File: config.mk
export PLATFORM = sky130hd
export DESIGN_NAME = qir_index_reset
export DESIGN_NICKNAME = d
export VERILOG_FILES = /design/src/pkg/qir_pkg.sv /design/src/hdl/qir_index_reset.sv
export VERILOG_INCLUDE_DIRS = /design/src /design/src/pkg
export SDC_FILE = /design/constraint.sdc
export NUM_CORES = 1
export LEC_CHECK = 0
export ABC_CLOCK_PERIOD_IN_PS = 11800
export BUFFER_PORTS_ARGS = -buffer_cell sky130_fd_sc_hd__buf_2
export CAP_MARGIN = 20
export CORE_UTILIZATION = 64
export DETAILED_ROUTE_END_ITERATION = 12
export MAX_ROUTING_LAYER = met4
export PLACE_DENSITY = 0.88
export SKIP_LAST_GASP = 1
export SYNTH_ARGS = -nofsm -noshare
export SYNTH_HDL_FRONTEND = slang
export SYNTH_SLANG_ARGS = --single-unit
File: constraint.sdc
create_clock -name core_clk_i -period 11.8 [get_ports core_clk_i]
set_clock_uncertainty 0.05 [all_clocks]
set_input_delay 1.18 -clock core_clk_i [delete_from_list [all_inputs] [get_ports core_clk_i]]
set_output_delay 1.18 -clock core_clk_i [all_outputs]
set_load 0.005 [all_outputs]
File: src/pkg/qir_consts.svh
`ifndef QIR_CONSTS_SVH
`define QIR_CONSTS_SVH
// register offsets
`define QIR_ADDR_CTRL 4'h0
`define QIR_ADDR_MAX 4'h1
`define QIR_ADDR_COUNT 4'h2
`define QIR_ADDR_STATUS 4'h3
`define QIR_ADDR_IRQ_STAT 4'h4
`define QIR_ADDR_IRQ_CLR 4'h5
`define QIR_ADDR_IRQ_EN 4'h6
// control fields
`define QIR_CTRL_MODE_LSB 0
`define QIR_CTRL_MODE_MSB 1
`define QIR_CTRL_FIX_BIT 2
`define QIR_CTRL_INIT_BIT 3
// reset-on-index mode encoding
`define QIR_MODE_ON_INDEX 2'h0
// status fields
`define QIR_STS_SEEN_BIT 0
`define QIR_STS_DIR_BIT 1
// irq bits
`define QIR_IRQ_RESET_BIT 0
`define QIR_IRQ_FIRST_BIT 1
`define QIR_IRQ_W 2
`define QIR_ZERO_COUNT 32'h0000_0000
`define QIR_MAX_RESET 32'hffff_ffff
`endif

File: src/pkg/qir_pkg.sv
package qir_pkg;
  typedef struct packed {
    logic [3:0] addr;
    logic [31:0] wdata;
    logic wr;
    logic rd;
  } qir_bus_t;
  typedef struct packed {
    logic qa;
    logic qb;
    logic idx;
  } qir_pins_t;
endpackage : qir_pkg

File: src/hdl/qir_index_reset.sv
`timescale 1ns/1ps
`include "qir_consts.svh"
module qir_index_reset #(
  parameter int CW = 32
) (
  // clock and reset
  input wire logic core_clk_i,
  input wire logic reset_i,
  // encoder pins
  input wire qir_pkg::qir_pins_t pins_i,
  // register port
  input wire qir_pkg::qir_bus_t bus_i,
  output logic [31:0] rdata_o,
  // interrupt
  output logic irq_o
);
  import qir_pkg::*;

  // ----------------------------------------
  // input synchronisers
  // ----------------------------------------
  logic [2:0] sync1_reg;
  logic [2:0] sync2_reg;
  logic [2:0] prev_reg;
  always_ff @(posedge core_clk_i or posedge reset_i) begin
    if (reset_i) begin
      sync1_reg <= 3'h0;
      sync2_reg <= 3'h0;
      prev_reg <= 3'h0;
    end else begin
      sync1_reg <= {pins_i.idx, pins_i.qb, pins_i.qa};
      sync2_reg <= sync1_reg;
      prev_reg <= sync2_reg;
    end
  end

  logic qa, qb, idx, qa_p, qb_p, idx_p;
  assign qa = sync2_reg[0];
  assign qb = sync2_reg[1];
  assign idx = sync2_reg[2];
  assign qa_p = prev_reg[0];
  assign qb_p = prev_reg[1];
  assign idx_p = prev_reg[2];

  // ----------------------------------------
  // warm-up after reset
  // ----------------------------------------
  // no edges until prev_reg holds a real pin sample, not a reset value
  logic [2:0] prime_reg;
  logic live;
  always_ff @(posedge core_clk_i or posedge reset_i) begin
    if (reset_i) begin
      prime_reg <= '0;
    end else begin
      prime_reg <= {prime_reg[1:0], 1'b1};
    end
  end
  assign live = prime_reg[2];

  // ----------------------------------------
  // quadrature edge and direction
  // ----------------------------------------
  // edge code: {which line moved, new level}
  function automatic logic [1:0] edge_code(input logic a, input logic b,
                                           input logic ap);
    edge_code = (a != ap) ? {1'b0, a} : {1'b1, b};
  endfunction : edge_code

  logic step;
  logic fwd_step;
  logic [1:0] cur_edge;
  assign step = live & ((qa != qa_p) ^ (qb != qb_p));
  // forward when a leads b
  assign fwd_step = (qa != qa_p) ? (qa != qb) : (qa == qb);
  assign cur_edge = edge_code(qa, qb, qa_p);

  logic dir_reg;
  always_ff @(posedge core_clk_i or posedge reset_i) begin
    if (reset_i) begin
      dir_reg <= 1'b1;
    end else if (step) begin
      dir_reg <= fwd_step;
    end
  end
  logic dir_now;
  assign dir_now = step ? fwd_step : dir_reg;

  // ----------------------------------------
  // registers
  // ----------------------------------------
  logic [3:0] ctrl_reg;
  logic [CW-1:0] max_reg;
  logic [CW-1:0] count_reg;
  logic seen_reg;
  logic fdir_reg;
  logic [1:0] edge_reg;
  logic [`QIR_IRQ_W-1:0] ists_reg;
  logic [`QIR_IRQ_W-1:0] ien_reg;
  logic [1:0] mode;
  logic fix_mode;
  logic init_mode;
  assign mode = ctrl_reg[`QIR_CTRL_MODE_MSB:`QIR_CTRL_MODE_LSB];
  assign fix_mode = ctrl_reg[`QIR_CTRL_FIX_BIT];
  assign init_mode = ctrl_reg[`QIR_CTRL_INIT_BIT];

  always_ff @(posedge core_clk_i or posedge reset_i) begin
    if (reset_i) begin
      ctrl_reg <= 4'h0;
      max_reg <= CW'(`QIR_MAX_RESET);
      ien_reg <= '0;
    end else if (bus_i.wr) begin
      case (bus_i.addr)
        `QIR_ADDR_CTRL: ctrl_reg <= bus_i.wdata[3:0];
        `QIR_ADDR_MAX: max_reg <= bus_i.wdata[CW-1:0];
        `QIR_ADDR_IRQ_EN: ien_reg <= bus_i.wdata[`QIR_IRQ_W-1:0];
        default: ;
      endcase
    end
  end

  // ----------------------------------------
  // index event handling
  // ----------------------------------------
  logic idx_rise;
  logic first_ev;
  logic armed_reg;
  logic stuck_dir_reg;
  logic do_reset;
  logic reset_dir;
  assign idx_rise = live & idx & ~idx_p;
  // first index: latch on the first quadrature edge inside the pulse
  assign first_ev = ~seen_reg & idx & step;

  // arm on each index pulse once the first index is seen, disarm at end or after one reset
  always_ff @(posedge core_clk_i or posedge reset_i) begin
    if (reset_i) begin
      armed_reg <= 1'b0;
      stuck_dir_reg <= 1'b1;
    end else if (idx_rise) begin
      armed_reg <= seen_reg;
      stuck_dir_reg <= dir_now;
    end else if (~idx | do_reset) begin
      armed_reg <= 1'b0;
    end
  end

  always_comb begin
    do_reset = 1'b0;
    reset_dir = dir_now;
    if (mode == `QIR_MODE_ON_INDEX && !init_mode && seen_reg) begin
      do_reset = armed_reg & idx & step & (cur_edge == edge_reg);
      reset_dir = fix_mode ? dir_now : stuck_dir_reg;
    end
  end

  always_ff @(posedge core_clk_i or posedge reset_i) begin
    if (reset_i) begin
      count_reg <= CW'(`QIR_ZERO_COUNT);
    end else if (bus_i.wr && bus_i.addr == `QIR_ADDR_COUNT) begin
      count_reg <= bus_i.wdata[CW-1:0];
    end else if (init_mode && idx_rise) begin
      count_reg <= CW'(`QIR_ZERO_COUNT);
    end else if (do_reset || (first_ev && mode == `QIR_MODE_ON_INDEX)) begin
      count_reg <= (do_reset ? reset_dir : dir_now) ?
                   CW'(`QIR_ZERO_COUNT) : max_reg;
    end else if (step) begin
      count_reg <= fwd_step ? count_reg + CW'(1) : count_reg - CW'(1);
    end
  end

  always_ff @(posedge core_clk_i or posedge reset_i) begin
    if (reset_i) begin
      seen_reg <= 1'b0;
      fdir_reg <= 1'b0;
      edge_reg <= 2'h0;
    end else if (first_ev) begin
      seen_reg <= 1'b1;
      fdir_reg <= dir_now;
      edge_reg <= cur_edge;
    end
  end

  // ----------------------------------------
  // interrupts
  // ----------------------------------------
  logic [`QIR_IRQ_W-1:0] iset;
  logic [`QIR_IRQ_W-1:0] iclr;
  logic [`QIR_IRQ_W-1:0] ien_next;
  assign ien_next = (bus_i.wr && bus_i.addr == `QIR_ADDR_IRQ_EN) ?
                    bus_i.wdata[`QIR_IRQ_W-1:0] : ien_reg;
  always_comb begin
    iset = '0;
    iset[`QIR_IRQ_RESET_BIT] = do_reset;
    iset[`QIR_IRQ_FIRST_BIT] = first_ev;
    iclr = '0;
    if (bus_i.wr && bus_i.addr == `QIR_ADDR_IRQ_CLR) begin
      iclr = bus_i.wdata[`QIR_IRQ_W-1:0];
    end
  end
  always_ff @(posedge core_clk_i or posedge reset_i) begin
    if (reset_i) begin
      ists_reg <= '0;
    end else begin
      ists_reg <= (ists_reg & ~iclr) | iset;
    end
  end
  always_ff @(posedge core_clk_i or posedge reset_i) begin
    if (reset_i) begin
      irq_o <= 1'b0;
    end else begin
      irq_o <= |(((ists_reg & ~iclr) | iset) & ien_next);
    end
  end

  // ----------------------------------------
  // read port
  // ----------------------------------------
  logic [31:0] rd_next;
  always_comb begin
    rd_next = 32'h0000_0000;
    case (bus_i.addr)
      `QIR_ADDR_CTRL: rd_next[3:0] = ctrl_reg;
      `QIR_ADDR_MAX: rd_next[CW-1:0] = max_reg;
      `QIR_ADDR_COUNT: rd_next[CW-1:0] = count_reg;
      `QIR_ADDR_STATUS: begin
        rd_next[`QIR_STS_SEEN_BIT] = seen_reg;
        rd_next[`QIR_STS_DIR_BIT] = fdir_reg;
      end
      `QIR_ADDR_IRQ_STAT: rd_next[`QIR_IRQ_W-1:0] = ists_reg;
      `QIR_ADDR_IRQ_EN: rd_next[`QIR_IRQ_W-1:0] = ien_reg;
      default: rd_next = 32'h0000_0000;
    endcase
  end
  always_ff @(posedge core_clk_i or posedge reset_i) begin
    if (reset_i) begin
      rdata_o <= 32'h0000_0000;
    end else if (bus_i.rd) begin
      rdata_o <= rd_next;
    end else begin
      rdata_o <= 32'h0000_0000;
    end
  end
endmodule : qir_index_reset

==> metrics.log <==
INFO  metric numCtsBuffers = 17
INFO  metric p_int = between 1 and 1.5 mW
INFO  metric synth-edff-count = 0
INFO  metric post-route-period-util = 0.341
INFO  metric chipHeight = about 110 um
INFO  metric worst_path_largest_cell_delay = about 0.57 ns
INFO  metric setup.worst_path.start_class = register
INFO  metric layout.cell_area.non_filler = between 8000 and 9000 um2
INFO  metric synth.cell_area = approximately 7300 um2
INFO  metric share_comb_of_total_power = 0.240
INFO  metric detail-route-antenna-nets = 0
INFO  metric core = between 10,000 and 15,000 um2
INFO  metric design_power_total = ~1.7 mW
INFO  metric final.setup.tns = 0 ns
INFO  metric count_of_buffering_cells_on_the_critical_path_with_inverters_included = 1
INFO  metric async_reset_ff_frac = 1.00
INFO  metric postCtsSetupRepairBufs = 0
INFO  metric cts_sinks = roughly 120
INFO  metric dp_hpwl = roughly 15,000 um
INFO  metric sw_pwr = between 0.6 and 0.7 mW
INFO  metric crit_path_top_delay_cell = sky130_fd_sc_hd__dfrtp_1
INFO  metric synth_cell_type_count = between 80 and 90
INFO  metric synth_warnings = 0
INFO  metric postCtsResizedCells = 0
INFO  metric worst-endpoint-required = ~12 ns
INFO  metric count_of_hold_buffers_inserted_by_post_cts_repair = 0
INFO  metric detail_route.iter0.violations = between 900 and 1k
INFO  metric critPathKind = reg2reg
INFO  metric power.share.switching = 0.366
INFO  metric critical_path.cell_chain = xnor2_2, buf_4, xnor2_1, ha_1, nand3_1, or4_4, o22ai_1, a2bb2oi_1, a31oi_1, mux2_1, a221o_1
INFO  metric final-max-slew-violation-count = 0
INFO  metric port-buffer-count = between 70 and 80
INFO  metric antenna_violations_before_repair = 0
INFO  metric postSynthNetCount = around 800
INFO  metric drc = 0
INFO  metric fp.dieArea = approximately 12,000 um2
INFO  metric grt_pass1_wl = about 37,000 um
INFO  metric final_layout_size_suffix_gt1_frac = 0.269
INFO  metric hold-worst-slack = just under 0.3 ns
INFO  metric boundaryPins = 76
INFO  metric slew-limit-headroom = 0.341
INFO  metric path_max_fanout = approximately 40
INFO  metric tightestPinTransition = slightly below 1 ns
INFO  metric die_w = between 100 and 150 um
INFO  metric syn-mean-instance-area = roughly 9.7 um2
INFO  metric first_global_vias = between 6k and 7k
INFO  metric grt_use_total = 0.431
INFO  metric clock_tree.buffer_depth = 2
INFO  metric tritoncts_clock_tree = done
INFO  metric pin_count_of_the_biggest_net_entering_global_routing = between 60 and 70
INFO  metric report.final.setup_viol = 0
INFO  metric synth.ff_latch_count = roughly 120
INFO  metric num_rows = 38
INFO  metric vias = approximately 6.9k
INFO  metric powerDensity = approximately 200 nW/um2
INFO  metric data_arrival_at_the_endpoint_of_the_critical_path = around 4.3 ns
INFO  metric worstHoldPathType = reg2reg
INFO  metric vias_per_cell = approximately 7.3
INFO  metric start_util = 0.667
INFO  metric final_core_utilization = 0.754
INFO  metric timing.critical_path.to_type = register
INFO  metric clkTransAtPathRegs = 0.05 ns
INFO  metric fmax = about 0.25 GHz
INFO  metric run_status = completed
INFO  metric cell_family_contributing_the_most_delay_on_the_critical_path = compound AO/OA/AOI/OAI gates
INFO  metric area_delta_synth_final = 13.1%
INFO  metric inserted_diodes = 0
INFO  metric report.final.hold_viol_count = 0
INFO  metric vdd_drop_max = about 160 uV
INFO  metric p_leak = around 3.3 nW
INFO  metric route.detailed.wl_per_inst = ~25 um
INFO  metric yosysSeqAreaShare = 0.429
INFO  metric power.sequential.fraction = 0.443
INFO  metric postPlaceCellArea = between 7000 and 8000 um2
INFO  metric finish.net_count = approximately 840
INFO  metric gr-total-overflow = 0
INFO  metric final.min_clock_period = a little over 4 ns
INFO  metric cap_viol_max_count = 0
INFO  metric skew_pair_late_insertion_delay = roughly 0.43 ns
INFO  metric cts_max_level = 4
INFO  metric postSynthCellCount = ~760
INFO  metric setup_repair_after_global_routing_missed_its_margin = no
INFO  metric clockRootBuffer = sky130_fd_sc_hd__clkbuf_16
INFO  metric synth_top_flop_cell = sky130_fd_sc_hd__dfrtp_1
INFO  metric drt_first_pass_iters = 6
INFO  metric power.share.clock = 0.318
INFO  metric gpl.final_weighted_congestion = approximately 0.96
INFO  metric drt-total-wl = ~23,000 um
## power by group through the flow
stage / Clock (mW) / Sequential, mW / Combinational, mW
global route: 0.549 / 0.743 / 0.429
finish: 0.527 / 0.734 / 0.397
CTS: 0.528 / 0.720 / 0.387
detailed placement: 0 / 0.725 / 0.380
floorplan: 0 / 0.583 / 0.386
global placement: 0 / 0.721 / 0.366
## placed cells by master (no fill, tap or decap), drive strengths merged, types with 3 or more instances in the layout
cell / n
clkbuf: 26
a32oi: 3
nor2b: 34
xor2: 4
and4: 4
a21o: 4
o21ai: 41
nand3b: 3
nor4: 21
inv: 6
or3: 6
a311oi: 3
and3: 5
and2: 5
a22o: 5
nor4b: 9
or4: 15
dfrtp: 90
nand4: 11
a21oi: 32
nand2: 58
mux2: 46
a211oi: 4
xnor2: 17
nand3: 22
a221o: 5
mux2i: 16
dfstp: 34
buf: 87
a2111oi: 3
a22oi: 35
o22ai: 3
nor2: 46
o31ai: 5
nor3: 26
a221oi: 8
a222oi: 3
a31oi: 17
nor3b: 3
## routing by layer
metal / track usage / wire length (um)
met1: 0.526 / 8670
met2: 0.659 / 11100
met3: 0.108 / 2450
met4: 0.225 / 1180
met5: - / 0
## worst reg2reg max path, stage by stage, from the launching register on
cell and delay [ns]:
sky130_fd_sc_hd__dfrtp_1 0.57, sky130_fd_sc_hd__xnor2_2 0.16, sky130_fd_sc_hd__buf_4 0.43, sky130_fd_sc_hd__xnor2_1 0.21, sky130_fd_sc_hd__ha_1 0.26, sky130_fd_sc_hd__nand3_1 0.17, sky130_fd_sc_hd__or4_4 0.57, sky130_fd_sc_hd__o22ai_1 0.23
sky130_fd_sc_hd__a2bb2oi_1 0.19, sky130_fd_sc_hd__a31oi_1 0.33, sky130_fd_sc_hd__mux2_1 0.38, sky130_fd_sc_hd__a221o_1 0.34
## synth_stat cells (5+ instances only)
cell,instances,area (um2)
sky130_fd_sc_hd__a221oi_1,7,61.3
sky130_fd_sc_hd__and3_1,5,31.3
sky130_fd_sc_hd__mux2i_1,16,160
sky130_fd_sc_hd__nor4_1,20,125
sky130_fd_sc_hd__nand3_1,22,110
sky130_fd_sc_hd__nor3_1,25,125
sky130_fd_sc_hd__a221o_1,5,50.1
sky130_fd_sc_hd__nor4b_1,7,61.3
sky130_fd_sc_hd__xnor2_1,17,149
sky130_fd_sc_hd__nand2_1,58,218
sky130_fd_sc_hd__or3_1,6,37.5
sky130_fd_sc_hd__inv_1,6,22.5
sky130_fd_sc_hd__mux2_2,45,507
sky130_fd_sc_hd__a22o_1,5,43.8
sky130_fd_sc_hd__dfrtp_1,90,2250
sky130_fd_sc_hd__a21oi_1,32,160
sky130_fd_sc_hd__a31oi_1,17,106
sky130_fd_sc_hd__clkbuf_1,48,180
sky130_fd_sc_hd__nand4_1,11,68.8
sky130_fd_sc_hd__or4_1,13,97.6
sky130_fd_sc_hd__nor2b_1,34,213
sky130_fd_sc_hd__dfstp_2,34,893
sky130_fd_sc_hd__buf_1,7,26.3
sky130_fd_sc_hd__o31ai_1,5,37.5
sky130_fd_sc_hd__o21ai_0,37,185
sky130_fd_sc_hd__nor2_1,46,173
sky130_fd_sc_hd__buf_2,13,65.1
sky130_fd_sc_hd__a22oi_1,35,263
## worst paths after layout
kind / from / end / slack [ns] / cells after the start
min in group asynchronous: reset_i / prime_reg[2] / 0.85 / 2
min reg2reg: prime_reg[0] / prime_reg[1] / 0.30 / 0
max: sync2_reg[1] / count_reg[30] / 7.78 / 11
min: prime_reg[0] / prime_reg[1] / 0.30 / 0
max reg2reg: sync2_reg[1] / count_reg[30] / 7.78 / 11
max in group asynchronous: reset_i / rdata_o[26] / 9.57 / 3
## kinds of logic after synthesis
| kind of cell | Yosys count | share of synthesized area |
|---|---|---|
| buf+inv | 77 | 0.0442 |
| compound gates | 192 | 0.186 |
| other cells | 1 | 0.000512 |
| xor+xnor | 21 | 0.0277 |
| simple gates | 279 | 0.211 |
| mux | 64 | 0.0987 |
| flops | 124 | 0.429 |
| fa+ha+maj | 1 | 0.00171 |
## through the flow
stage,setup WS [ns],instances
floorplan,7.33,759
detailed placement,7.64,914
global route,7.66,947
global placement,7.78,914
finish,7.78,947
CTS,7.87,946
## layout make-up
class,instances,area [um2]
Clock buffer,26,509
Clock inverter,6,85.1
Fill cell,743,2700
Inverter,6,25.0
Multi-Input combinational cell,558,3880
Sequential cell,124,3150
Tap cell,140,175
Timing Repair Buffer,87,465
No activity file was read; power rests on OpenSTA's default activity.
